File: src/inc/mic_regs.svh
`ifndef MIC_REGS_SVH
`define MIC_REGS_SVH

// register byte offsets on the avalon slave
`define MIC_OFS_WAKE_FLAGS   6'h00
`define MIC_OFS_REQ_ONE      6'h04
`define MIC_OFS_REQ_TWO      6'h08
`define MIC_OFS_EN_ONE       6'h0C
`define MIC_OFS_EN_TWO       6'h10
`define MIC_OFS_EDGE_POL     6'h14
`define MIC_OFS_PFUNC_FIVE   6'h18
`define MIC_OFS_PFUNC_ONE    6'h1C
`define MIC_OFS_STATUS       6'h20

// field positions
`define MIC_EN1_WAKE_GROUP   5
`define MIC_CCR_MASK_BIT     7
`define MIC_ST_BUSY          8
`define MIC_EVEN_HI          15
`define MIC_EVEN_LO          8

// reset values
`define MIC_RST_BYTE         8'h00
`define MIC_RST_WORD         16'h0000
`define MIC_RST_PIN5         5'h00
`define MIC_RST_WAKE_PIN     8'hFF

// vector numbers
`define MIC_VEC_PIN_BASE     5'h04
`define MIC_VEC_WAKE         5'h09
`define MIC_VEC_INT_BASE     5'h0A
`define MIC_VEC_INT_LAST     5'h14

// response phases in states (system clock cycles)
`define MIC_STACK_STATES     3'h4
`define MIC_VFETCH_STATES    3'h2
`define MIC_IFETCH_STATES    3'h4
`define MIC_INTERNAL_STATES  3'h4
`define MIC_STACK_PC_STATE   3'h0
`define MIC_STACK_CCR_STATE  3'h2

// stack slot distances from the pre-exception stack pointer
`define MIC_SP_PC_SLOT       16'h0002
`define MIC_SP_CCR_SLOT      16'h0004

`endif

File: src/inc/mic_pkg.sv
package mic_pkg;
   // exception sequencer phases
   typedef enum logic [2:0] {
      MIC_IDLE,
      MIC_FINISH,
      MIC_STACK,
      MIC_VFETCH,
      MIC_IFETCH,
      MIC_INTERNAL
   } mic_state_t;

   typedef logic [4:0] mic_vec_t;
   typedef logic [15:0] mic_word_t;
endpackage

File: src/design/mic_core.sv
// Register access over Avalon-MM and the register addresses were left to the implementer.
`timescale 1ns/10ps
`include "mic_regs.svh"

module mic_core (
   input wire logic i_clock,
   input wire logic i_rst,
   // avalon-mm slave
   input wire logic [5:0] i_avs_address,
   input wire logic i_avs_read,
   input wire logic i_avs_write,
   input wire logic [31:0] i_avs_writedata,
   output logic [31:0] o_avs_readdata,
   output logic o_avs_waitrequest,
   // request pins and peripheral events
   input wire logic [7:0] i_wakeup_pin_n,
   input wire logic [4:0] i_pin_request,
   input wire logic [15:0] i_periph_event,
   // cpu side
   input wire logic [7:0] i_cond_code_reg,
   input wire mic_pkg::mic_word_t i_pc,
   input wire mic_pkg::mic_word_t i_sp,
   input wire logic i_instr_done,
   input wire mic_pkg::mic_word_t i_mem_rdata,
   input wire logic i_return_from_exception,
   input wire mic_pkg::mic_word_t i_return_ccr_word,
   output logic o_hold_cpu,
   output logic o_mem_we,
   output logic o_mem_re,
   output mic_pkg::mic_word_t o_mem_addr,
   output mic_pkg::mic_word_t o_mem_wdata,
   output mic_pkg::mic_word_t o_new_sp,
   output logic o_set_mask,
   output logic o_jump,
   output mic_pkg::mic_word_t o_handler_addr,
   output mic_pkg::mic_vec_t o_vector,
   output logic [7:0] o_restored_ccr,
   output logic o_restored_ccr_valid
);
   import mic_pkg::*;

   logic [7:0] wake_flags_q, wake_func_q, wk_new, wake_set;
   logic [4:0] pin_flags_q, pin_enables_q, edge_pol_q, pin_func_q;
   logic [4:0] pr_new, pin_set;
   logic [15:0] int_flags_q, int_enables_q;
   logic wake_group_en_q;
   logic [7:0] wk_s1_q, wk_s2_q, wk_s3_q, wk_lvl_q;
   logic [4:0] pr_s1_q, pr_s2_q, pr_s3_q, pr_lvl_q;
   logic ack_q;
   logic [31:0] rdata_q;
   logic wr_go, rd_go;
   logic [31:0] rd_mux;
   mic_state_t state_q;
   logic [2:0] cnt_q;
   mic_vec_t vec_q;
   logic [7:0] ccr_q;
   mic_word_t pc_q, sp_q;
   logic any_req;
   mic_vec_t sel_vec;
   logic [15:0] int_pend;

   // word addresses always have bit zero clear
   function automatic mic_word_t word_addr(input mic_word_t a);
      word_addr = {a[15:1], 1'b0};
   endfunction

   // clear-only write: a zero bit clears, a one leaves the flag alone
   function automatic logic [15:0] w0c(input logic [15:0] cur,
                                       input logic [15:0] wd,
                                       input logic [15:0] set);
      w0c = (cur & wd) | set;
   endfunction

   // internal source index to vector, sources past ten share the last
   function automatic mic_vec_t int_vec(input logic [3:0] idx);
      if ({1'b0, idx} > (`MIC_VEC_INT_LAST - `MIC_VEC_INT_BASE)) begin
         int_vec = `MIC_VEC_INT_LAST;
      end else begin
         int_vec = `MIC_VEC_INT_BASE + {1'b0, idx};
      end
   endfunction

   // bus handshake: one wait cycle, then the access completes
   assign o_avs_waitrequest = (i_avs_read | i_avs_write) & ~ack_q;
   assign wr_go = i_avs_write & ack_q;
   assign rd_go = i_avs_read & ~ack_q;
   assign o_avs_readdata = rdata_q;

   always_ff @(posedge i_clock or posedge i_rst) begin
      if (i_rst) begin
         ack_q <= 1'b0;
      end else begin
         ack_q <= (i_avs_read | i_avs_write) & ~ack_q;
      end
   end

   always_ff @(posedge i_clock or posedge i_rst) begin
      if (i_rst) begin
         wk_s1_q <= `MIC_RST_WAKE_PIN;
         wk_s2_q <= `MIC_RST_WAKE_PIN;
         wk_s3_q <= `MIC_RST_WAKE_PIN;
         pr_s1_q <= `MIC_RST_PIN5;
         pr_s2_q <= `MIC_RST_PIN5;
         pr_s3_q <= `MIC_RST_PIN5;
      end else begin
         wk_s1_q <= i_wakeup_pin_n;
         wk_s2_q <= wk_s1_q;
         wk_s3_q <= wk_s2_q;
         pr_s1_q <= i_pin_request;
         pr_s2_q <= pr_s1_q;
         pr_s3_q <= pr_s2_q;
      end
   end

   // accepted level moves only where stages two and three agree
   always_comb begin
      wk_new = (wk_s2_q & wk_s3_q) | (wk_lvl_q & (wk_s2_q ^ wk_s3_q));
      pr_new = (pr_s2_q & pr_s3_q) | (pr_lvl_q & (pr_s2_q ^ pr_s3_q));
   end

   always_ff @(posedge i_clock or posedge i_rst) begin
      if (i_rst) begin
         wk_lvl_q <= `MIC_RST_WAKE_PIN;
         pr_lvl_q <= `MIC_RST_PIN5;
      end else begin
         wk_lvl_q <= wk_new;
         pr_lvl_q <= pr_new;
      end
   end

   // edge events compare new level with the previous one
   always_comb begin
      // falling edge on a wakeup pin
      wake_set = wake_func_q & wk_lvl_q & ~wk_new;
      // selected edge on a request pin
      pin_set = pin_func_q & ((edge_pol_q & ~pr_lvl_q & pr_new) |
                              (~edge_pol_q & pr_lvl_q & ~pr_new));
   end

   // wakeup flags
   always_ff @(posedge i_clock or posedge i_rst) begin
      if (i_rst) begin
         wake_flags_q <= `MIC_RST_BYTE;
      end else if (wr_go && i_avs_address == `MIC_OFS_WAKE_FLAGS) begin
         // zero write clears, a new edge wins
         wake_flags_q <= 8'(w0c({8'h00, wake_flags_q},
                                {8'h00, i_avs_writedata[7:0]},
                                {8'h00, wake_set}));
      end else begin
         wake_flags_q <= wake_flags_q | wake_set;
      end
   end

   // pin request flags
   always_ff @(posedge i_clock or posedge i_rst) begin
      if (i_rst) begin
         pin_flags_q <= `MIC_RST_PIN5;
      end else if (wr_go && i_avs_address == `MIC_OFS_REQ_ONE) begin
         pin_flags_q <= 5'(w0c({11'h000, pin_flags_q},
                               {11'h000, i_avs_writedata[4:0]},
                               {11'h000, pin_set}));
      end else begin
         pin_flags_q <= pin_flags_q | pin_set;
      end
   end

   // internal peripheral flags
   always_ff @(posedge i_clock or posedge i_rst) begin
      if (i_rst) begin
         int_flags_q <= `MIC_RST_WORD;
      end else if (wr_go && i_avs_address == `MIC_OFS_REQ_TWO) begin
         int_flags_q <= w0c(int_flags_q, i_avs_writedata[15:0],
                            i_periph_event);
      end else begin
         int_flags_q <= int_flags_q | i_periph_event;
      end
   end

   // control registers written by software
   always_ff @(posedge i_clock or posedge i_rst) begin
      if (i_rst) begin
         pin_enables_q <= `MIC_RST_PIN5;
         wake_group_en_q <= 1'b0;
         int_enables_q <= `MIC_RST_WORD;
         edge_pol_q <= `MIC_RST_PIN5;
         wake_func_q <= `MIC_RST_BYTE;
         pin_func_q <= `MIC_RST_PIN5;
      end else if (wr_go) begin
         case (i_avs_address)
            `MIC_OFS_EN_ONE: begin
               pin_enables_q <= i_avs_writedata[4:0];
               wake_group_en_q <= i_avs_writedata[`MIC_EN1_WAKE_GROUP];
            end
            `MIC_OFS_EN_TWO: int_enables_q <= i_avs_writedata[15:0];
            `MIC_OFS_EDGE_POL: edge_pol_q <= i_avs_writedata[4:0];
            `MIC_OFS_PFUNC_FIVE: wake_func_q <= i_avs_writedata[7:0];
            `MIC_OFS_PFUNC_ONE: pin_func_q <= i_avs_writedata[4:0];
            default: begin
            end
         endcase
      end
   end

   // read mux, unmapped reads return zero
   always_comb begin
      case (i_avs_address)
         `MIC_OFS_WAKE_FLAGS: rd_mux = {24'h000000, wake_flags_q};
         `MIC_OFS_REQ_ONE: rd_mux = {27'h0000000, pin_flags_q};
         `MIC_OFS_REQ_TWO: rd_mux = {16'h0000, int_flags_q};
         `MIC_OFS_EN_ONE: rd_mux = {26'h0000000, wake_group_en_q,
                                     pin_enables_q};
         `MIC_OFS_EN_TWO: rd_mux = {16'h0000, int_enables_q};
         `MIC_OFS_EDGE_POL: rd_mux = {27'h0000000, edge_pol_q};
         `MIC_OFS_PFUNC_FIVE: rd_mux = {24'h000000, wake_func_q};
         `MIC_OFS_PFUNC_ONE: rd_mux = {27'h0000000, pin_func_q};
         `MIC_OFS_STATUS: rd_mux = {23'h000000, (state_q != MIC_IDLE),
                                    3'h0, vec_q};
         default: rd_mux = 32'h00000000;
      endcase
   end

   always_ff @(posedge i_clock or posedge i_rst) begin
      if (i_rst) begin
         rdata_q <= 32'h00000000;
      end else if (rd_go) begin
         rdata_q <= rd_mux;
      end
   end

   // fixed priority: pins, then wakeup group, then internal
   always_comb begin
      any_req = 1'b0;
      sel_vec = `MIC_VEC_WAKE;
      int_pend = int_flags_q & int_enables_q;
      // lowest internal index has highest priority
      for (int i = 15; i >= 0; i--) begin
         if (int_pend[i]) begin
            any_req = 1'b1;
            sel_vec = int_vec(4'(i));
         end
      end
      // group enable gates the shared wakeup vector
      if (wake_group_en_q && (wake_flags_q != `MIC_RST_BYTE)) begin
         any_req = 1'b1;
         sel_vec = `MIC_VEC_WAKE;
      end
      // pin zero highest, vectors four to eight
      for (int i = 4; i >= 0; i--) begin
         if (pin_flags_q[i] && pin_enables_q[i]) begin
            any_req = 1'b1;
            sel_vec = `MIC_VEC_PIN_BASE + 5'(i);
         end
      end
   end

   // exception sequencer
   always_ff @(posedge i_clock or posedge i_rst) begin
      if (i_rst) begin
         state_q <= MIC_IDLE;
         cnt_q <= 3'h0;
         vec_q <= 5'h00;
         ccr_q <= `MIC_RST_BYTE;
         pc_q <= `MIC_RST_WORD;
         sp_q <= `MIC_RST_WORD;
      end else begin
         case (state_q)
            MIC_IDLE: begin
               // accept only while the mask flag is clear
               if (any_req && !i_cond_code_reg[`MIC_CCR_MASK_BIT]) begin
                  vec_q <= sel_vec;
                  state_q <= MIC_FINISH;
               end
            end
            MIC_FINISH: begin
               if (i_instr_done) begin
                  pc_q <= i_pc;
                  sp_q <= i_sp;
                  ccr_q <= i_cond_code_reg;
                  cnt_q <= 3'h0;
                  state_q <= MIC_STACK;
               end
            end
            MIC_STACK: begin
               if (cnt_q == `MIC_STACK_STATES - 3'h1) begin
                  cnt_q <= 3'h0;
                  state_q <= MIC_VFETCH;
               end else begin
                  cnt_q <= cnt_q + 3'h1;
               end
            end
            MIC_VFETCH: begin
               if (cnt_q == `MIC_VFETCH_STATES - 3'h1) begin
                  pc_q <= word_addr(i_mem_rdata);
                  cnt_q <= 3'h0;
                  state_q <= MIC_IFETCH;
               end else begin
                  cnt_q <= cnt_q + 3'h1;
               end
            end
            MIC_IFETCH: begin
               if (cnt_q == `MIC_IFETCH_STATES - 3'h1) begin
                  cnt_q <= 3'h0;
                  state_q <= MIC_INTERNAL;
               end else begin
                  cnt_q <= cnt_q + 3'h1;
               end
            end
            MIC_INTERNAL: begin
               if (cnt_q == `MIC_INTERNAL_STATES - 3'h1) begin
                  cnt_q <= 3'h0;
                  state_q <= MIC_IDLE;
               end else begin
                  cnt_q <= cnt_q + 3'h1;
               end
            end
            default: state_q <= MIC_IDLE;
         endcase
      end
   end

   // memory strobes for stacking and vector fetch
   always_comb begin
      o_mem_we = 1'b0;
      o_mem_re = 1'b0;
      o_mem_addr = `MIC_RST_WORD;
      o_mem_wdata = `MIC_RST_WORD;
      // return address, then condition codes as a word
      if (state_q == MIC_STACK && cnt_q == `MIC_STACK_PC_STATE) begin
         o_mem_we = 1'b1;
         o_mem_addr = word_addr(sp_q - `MIC_SP_PC_SLOT);
         o_mem_wdata = pc_q;
      end else if (state_q == MIC_STACK && cnt_q == `MIC_STACK_CCR_STATE) begin
         o_mem_we = 1'b1;
         o_mem_addr = word_addr(sp_q - `MIC_SP_CCR_SLOT);
         o_mem_wdata = {ccr_q, ccr_q};
      end else if (state_q == MIC_VFETCH) begin
         o_mem_re = 1'b1;
         o_mem_addr = word_addr({10'h000, vec_q, 1'b0});
      end
   end

   // cpu-facing controls
   assign o_hold_cpu = (state_q != MIC_IDLE) && (state_q != MIC_FINISH);
   assign o_new_sp = word_addr(sp_q - `MIC_SP_CCR_SLOT);
   // mask raised on the last stacking state
   assign o_set_mask = (state_q == MIC_STACK) &&
                       (cnt_q == `MIC_STACK_STATES - 3'h1);
   assign o_jump = (state_q == MIC_INTERNAL) &&
                   (cnt_q == `MIC_INTERNAL_STATES - 3'h1);
   assign o_handler_addr = pc_q;
   assign o_vector = vec_q;

   // even-address byte reloads the condition codes
   always_ff @(posedge i_clock or posedge i_rst) begin
      if (i_rst) begin
         o_restored_ccr <= `MIC_RST_BYTE;
         o_restored_ccr_valid <= 1'b0;
      end else begin
         o_restored_ccr_valid <= i_return_from_exception;
         if (i_return_from_exception) begin
            o_restored_ccr <= i_return_ccr_word[`MIC_EVEN_HI:`MIC_EVEN_LO];
         end
      end
   end
endmodule

File: config.mk
export PLATFORM = sky130hd
export DESIGN_NAME = mic_core
export DESIGN_NICKNAME = d
export VERILOG_FILES = /design/src/inc/mic_pkg.sv /design/src/design/mic_core.sv
export VERILOG_INCLUDE_DIRS = /design/src /design/src/inc
export SDC_FILE = /design/constraint.sdc
export NUM_CORES = 1
export LEC_CHECK = 0
export ABC_AREA = 1
export BUFFER_PORTS_ARGS = -buffer_cell sky130_fd_sc_hd__buf_2
export CORE_MARGIN = 3
export CORE_UTILIZATION = 46
export DETAILED_ROUTE_END_ITERATION = 10
export PLACE_DENSITY_LB_ADDON = 0.2
export SLEW_MARGIN = 20
export SYNTH_ARGS = -nofsm -noshare
export SYNTH_HDL_FRONTEND = slang
export SYNTH_SLANG_ARGS = --single-unit
File: constraint.sdc
create_clock -name i_clock -period 8 [get_ports i_clock]
set_input_delay 1.6 -clock i_clock [delete_from_list [all_inputs] [get_ports i_clock]]
set_output_delay 1.6 -clock i_clock [all_outputs]
set_load 0.005 [all_outputs]
After elaboration in Yosys (flattened, before gate mapping)
Index checks and enable logic that the tools add are counted.
{"block": "word_totals", "register_bits": 214, "output_inout_bits": 116, "elab_cells": 194}
{"block": "op_classes", "add_sub_neg": 3, "n_eq_ne": 23, "mux": 72, "bitwise_logic": 35, "reduce_logical": 34}
{"cell": "case mux 16 bit (9 select lines)", "count": 1}
{"cell": "two-way mux 5 bit", "count": 23}
{"cell": "two-way mux 16 bit", "count": 7}
{"cell": "bitwise AND 5 bit", "count": 8}
{"cell": "bitwise AND 8 bit", "count": 5}
{"cell": "bitwise AND 16 bit", "count": 2}
{"cell": "bitwise OR 16 bit", "count": 2}
{"cell": "case mux 16 bit (2 select lines)", "count": 1}
{"cell": "two-way mux 1 bit", "count": 27}
{"cell": "two-way mux 3 bit", "count": 9}
{"cell": "== test 6 x 5 -> 1 bit, second input constant", "count": 4}
{"cell": "bitwise OR 8 bit", "count": 3}
{"cell": "bitwise OR 5 bit", "count": 4}
{"cell": "case mux 3 bit (6 select lines)", "count": 1}
{"cell": "AND reduction 2 bit", "count": 8}
{"cell": "subtractor 16 x 2 -> 16 bit, second input constant", "count": 1}
{"cell": "subtractor 16 x 3 -> 16 bit, second input constant", "count": 1}
{"cell": "logical AND 1 bit", "count": 15}
{"cell": "inverter 5 bit", "count": 3}
{"cell": "== test 3 x 2 -> 1 bit, second input constant", "count": 4}
{"cell": "== test 6 x 4 -> 1 bit, second input constant", "count": 2}
{"cell": "inequality test 2 bit, second input constant", "count": 6}
{"cell": "case mux 3 bit (3 select lines)", "count": 1}
{"cell": "two-way mux 8 bit", "count": 1}
{"cell": "22 further kinds", "count": 28}

Depth between registers and ports, before layout
{"block": "logic_depth", "ltp_word": 26, "ltp_mapped": 21, "mapped_depth_nobuf": 21}

Worst setup path after synthesis
Ideal clock, no wire load.
{"block": "synth_path", "kind": "input -> output", "start": "input port i_avs_write", "end": "output port o_avs_waitrequest", "arrival_ns": 1.747, "required_ns": 6.400, "setup_slack_ns": 4.653, "cell_stages": 2, "n_path_buf": 0, "path_cell_list": "nor2_1 -> nor2_1"}
{"block": "synth_via", "elab_chain_cells": 2}
{"element": "from (decl)", "line": "mic_core.sv:11", "source": "input wire logic i_avs_write,"}
{"element": "bitwise OR 1 bit", "line": "mic_core.sv:84", "source": "assign o_avs_waitrequest = (i_avs_read | i_avs_write) & ~ack_q;"}
{"element": "bitwise AND 1 bit", "line": "mic_core.sv:84"}
{"element": "to (decl)", "line": "mic_core.sv:14", "source": "output logic o_avs_waitrequest,"}
No other way between the ends.

Worst setup path in the final report
{"block": "layout_path", "start": "register state_q[2]", "end": "output port o_mem_wdata[11]"}
{"block": "layout_via", "elab_chain_cells": 4}
{"element": "from (decl)", "line": "mic_core.sv:53", "source": "mic_state_t state_q;"}
{"element": "from (signal assigned)", "line": "mic_core.sv:259", "source": "state_q <= MIC_IDLE;"}
{"element": "from (signal assigned)", "line": "mic_core.sv:271", "source": "state_q <= MIC_FINISH;"}
{"element": "from (signal assigned)", "line": "mic_core.sv:280", "source": "state_q <= MIC_STACK;"}
{"element": "== test 3 x 2 -> 1 bit *", "line": "mic_core.sv:328, mic_core.sv:332"}
{"element": "logical AND 1 bit (no source line)"}
{"element": "two-way mux 16 bit", "line": "mic_core.sv:332", "source": "end else if (state_q == MIC_STACK && cnt_q == `MIC_STACK_CCR_STATE) begin"}
{"element": "two-way mux 16 bit *", "line": "mic_core.sv:328", "source": "if (state_q == MIC_STACK && cnt_q == `MIC_STACK_PC_STATE) begin"}
{"element": "to (decl)", "line": "mic_core.sv:31", "source": "output mic_pkg::mic_word_t o_mem_wdata,"}
Mark *: on every way between the ends. The rest lies on a longest branch, timed or not.

==> results.rst <==
.. list-table::
   :header-rows: 1

   * - Metric
     - Value
   * - Kind of capture point of the worst setup path
     - output port
   * - Family with the most delay on the worst path
     - simple AND/OR/NAND/NOR gates
   * - Area leader, netlist
     - dfrtp_1
   * - Level count of the clock H-tree
     - 4
   * - Crit share post-route
     - around 55%
   * - Proportion of synthesized chip area in sequential cells
     - 53.3%
   * - Max FO, Critical Path
     - 16
   * - Worst slew margin relative to its limit
     - about a third
   * - Vias
     - just under 8000
   * - Ys Warns
     - 0
   * - Setup repair after global routing missed its margin
     - false
   * - Number of remaining DRC errors
     - 0
   * - First-pass GRT wire length
     - slightly below 40000 um
   * - Number of buffer cells added on primary ports
     - roughly 220
   * - Horizontal extent of the die
     - approximately 150 um
   * - Signed area change from the synthesized netlist to the final layout
     - 19.8%
   * - Count of endpoints failing hold in the final timing report
     - 0
   * - Number of sinks driven by the clock tree
     - between 150 and 200
   * - Longest Clk Path Bufs
     - 2
   * - Fill cells
     - 1843
   * - Largest net degree at the start of global routing
     - 131
   * - Average vias per placed instance
     - ~5.1
   * - Fraction of final layout cells with drive strength greater than 1
     - 25.9%
   * - Highest Clock Rate
     - approximately 0.23 GHz
   * - Standard-cell row count
     - 51
   * - Total overflow reported by the global router
     - 0
   * - Final antenna diode count
     - 0
   * - Quantity of gates resized following cts
     - 0
   * - Total CTS buffers
     - 17
   * - DRT antenna net count
     - 0
   * - Top library cells by usage in the layout, fill and taps aside
     - nand2_1 (259), buf_2 (216), dfrtp_1 (165)
   * - Placeable core region
     - 19700 um^2
   * - Final setup viols
     - 0
   * - Detailed Routing Iterations Pass 1
     - 5
   * - Final worst slack
     - around 3.6 ns
   * - Post-Place Worst Slack
     - just over 4 ns
   * - Run status
     - complete, no violations
   * - Via count of the first global-routing pass
     - 7585
   * - Type of element launching the critical path
     - register
   * - Async S/R FF share, synth
     - 100%
   * - Tightest Pin Transition
     - slightly below 1 ns
   * - Number of nets in the final layout
     - between 1000 and 1500
   * - Floorplan die height
     - about 150 um
   * - Setup_tns
     - 0 ns
   * - Dpl hpwl
     - about 18000 um
   * - Critical path required time
     - roughly 6.4 ns
   * - Ordered list of cells on the worst path
     - nor3_2, nand3_1, nor2_1, inv_2, o21ai_1, buf_2
   * - Worst-skew pair later-pin latency
     - about 0.44 ns
   * - Clock slew at the register clock pins of the worst setup and hold paths
     - approximately 0.080 ns
   * - Pwr dens
     - approximately 270 nW/um^2
   * - CTS Hold Buffers Added
     - 0
   * - Worst path buffer plus inverter count
     - 2
   * - Mapped Avg Cell Area
     - 8.84 um^2
   * - Global routing usage summed across all routing layers
     - 21.9%
   * - CTS root buffer
     - clkbuf_16
   * - Unique cell type count in the Yosys netlist
     - 44
   * - Per-cell routed wire length
     - about 16 um
   * - Peak supply drop
     - ~0.15 mV
   * - Number of register bits inferred by synthesis
     - roughly 200
   * - Maximum capacitance violations
     - 0
   * - Leading post-synthesis cells by cell area
     - dfrtp_1 (44%), nand2_1 (10%), dfstp_2 (9.0%), nor2_1 (4.1%), inv_1 (3.8%)
   * - Worst endpoint data arrival time
     - approximately 2.8 ns
   * - Wire length after detailed routing
     - roughly 24000 um
   * - # Post-CTS Setup Buffers
     - 0
   * - Number of standard cells after synthesis
     - about 1100
   * - Antenna violations before repair
     - 1
   * - IO Count
     - ~260
   * - Post-route worst hold slack
     - about 0.35 ns
   * - Post-layout min period
     - 4.43 ns
   * - Netlist Area Pre-Place
     - 9320 um^2
   * - Gp weighted congestion
     - about 0.93
   * - Starting utilization of the core area
     - a little under half
   * - Share of Yosys cell area claimed by the top area cell type
     - approximately 44%
   * - Start-to-end type of the worst setup path
     - register to output port
   * - Post-Route Utilization
     - between 50 and 60%
   * - Worst Clk Skew
     - roughly 0.014 ns
   * - Crit-path max cell delay
     - between 0.6 and 0.7 ns
   * - Number of slew-limit violations in the final report
     - 0
   * - Kind of path behind the tightest hold check
     - register to register
   * - Most common cell after layout, fill and taps aside
     - nand2_1
   * - Area enclosed by the die boundary
     - 22000 um^2
   * - Slowest library cell on the worst path
     - nor2_1
   * - EDFF count, synth
     - 0
   * - Power consumption
     - between 0.002 and 0.003 W
   * - TritonCTS clock tree
     - yes
   * - Commonest register cell after synthesis
     - dfrtp_1
   * - Detailed Route Iter0 Violations
     - between 400 and 500
   * - Standby leakage power
     - around 5.8 nW
==> layer usage <==
layer  up-vias  share of wire [%]  GRT usage (%)
li1       3845                  -              -
met1      3642                 44           29.2
met2       272                 48           36.7
met3        28                7.3           4.94
met4         2                1.5           5.59
met5         -              0.038              0
==> per-stage QoR <==
step / cell area [um^2] / std cells
after detailed placement: 10500 / 1508
after floorplan: 9380 / 1071
after global placement: 10500 / 1508
after CTS: 11200 / 1540
final: 11200 / 1540
after global routing: 11200 / 1540
==> where the power goes <==
| part | internal (W) | switching [W] | total, W | leakage (nW) |
|---|---|---|---|---|
| Clock | 0.000431 | 0.000441 | 0.000872 | 0.300 |
| Combinational | 0.000310 | 0.000483 | 0.000793 | 3.24 |
| Sequential | 0.00117 | 0.000149 | 0.00132 | 2.25 |
| Total | 0.00191 | 0.00107 | 0.00299 | 5.79 |
==> registers in the layout (all words and copies together), names as in the netlist, 8 cells and up <==
| signal | cells |
|---|---|
| int_enables_q | 16 |
| ccr_q | 8 |
| o_handler_addr | 16 |
| int_flags_q | 16 |
| wake_func_q | 8 |
| o_restored_ccr | 8 |
| wk_s3_q | 8 |
| wake_flags_q | 8 |
| o_avs_readdata | 16 |
| wk_s1_q | 8 |
| sp_q | 15 |
| wk_lvl_q | 8 |
| wk_s2_q | 8 |
==> synth_stat cells, types with 2 or more instances <==
library cell,number
nor2_4,5
dfstp_2,32
a21o_1,10
inv_2,20
xnor2_1,3
buf_2,14
o21ai_0,44
nand3_1,24
nor3_2,2
nand2_1,259
o31ai_1,2
buf_4,21
nor4_1,2
a22o_1,3
a221oi_1,13
nor2_1,103
o211ai_1,2
o21ai_1,58
o2bb2ai_1,5
mux2_2,12
o21bai_1,13
inv_1,94
a32o_1,3
ha_1,22
a31oi_1,18
a22oi_1,6
nor3_1,7
nand2_2,4
dfrtp_1,165
xor2_1,14
o22ai_1,8
a21oi_1,42
nand4_1,3
o221ai_1,2
clkbuf_1,10
==> cells by family (layout without fill, tap and decap cells) <==
kind of cell | Yosys count | in the layout | synth area share, %
buffers and inverters | 161 | 365 | 7.60
XOR/XNOR | 17 | 17 | 1.60
AND/OR/NAND/NOR | 412 | 412 | 18.1
other | 1 | 18 | 0.0402
multiplexers | 13 | 13 | 1.57
AO/OA/AOI/OAI | 231 | 231 | 14.8
adder cells (fa/ha/maj) | 22 | 22 | 2.95
flip-flops | 197 | 197 | 53.3
==> area by class of cell <==
class	instances	area (um^2)	area share (%)
clock inverters	15	190	1.70
multi-input cells	713	3710	33.3
flip-flops and latches	197	4970	44.5
inverters	115	439	3.93
clock buffers	17	425	3.81
well taps	265	332	2.97
repair buffers	218	1100	9.82
==> final timing paths <==
check | from | endpoint | slack, ns | depth (start not counted)
setup / recovery | state_q[2] | o_mem_wdata[11] | 3.57 | 6
hold / removal | pr_s1_q[4] | pr_s2_q[4] | 0.35 | 0
setup reg to reg | ack_q | o_avs_readdata[2] | 5.65 | 4
hold reg to reg | pr_s1_q[4] | pr_s2_q[4] | 0.35 | 0
max in group asynchronous | i_rst | int_flags_q[13] | 5.23 | 3
min in group asynchronous | i_rst | pr_s1_q[1] | 1.35 | 2
No activity file was read; power rests on OpenSTA's default activity.
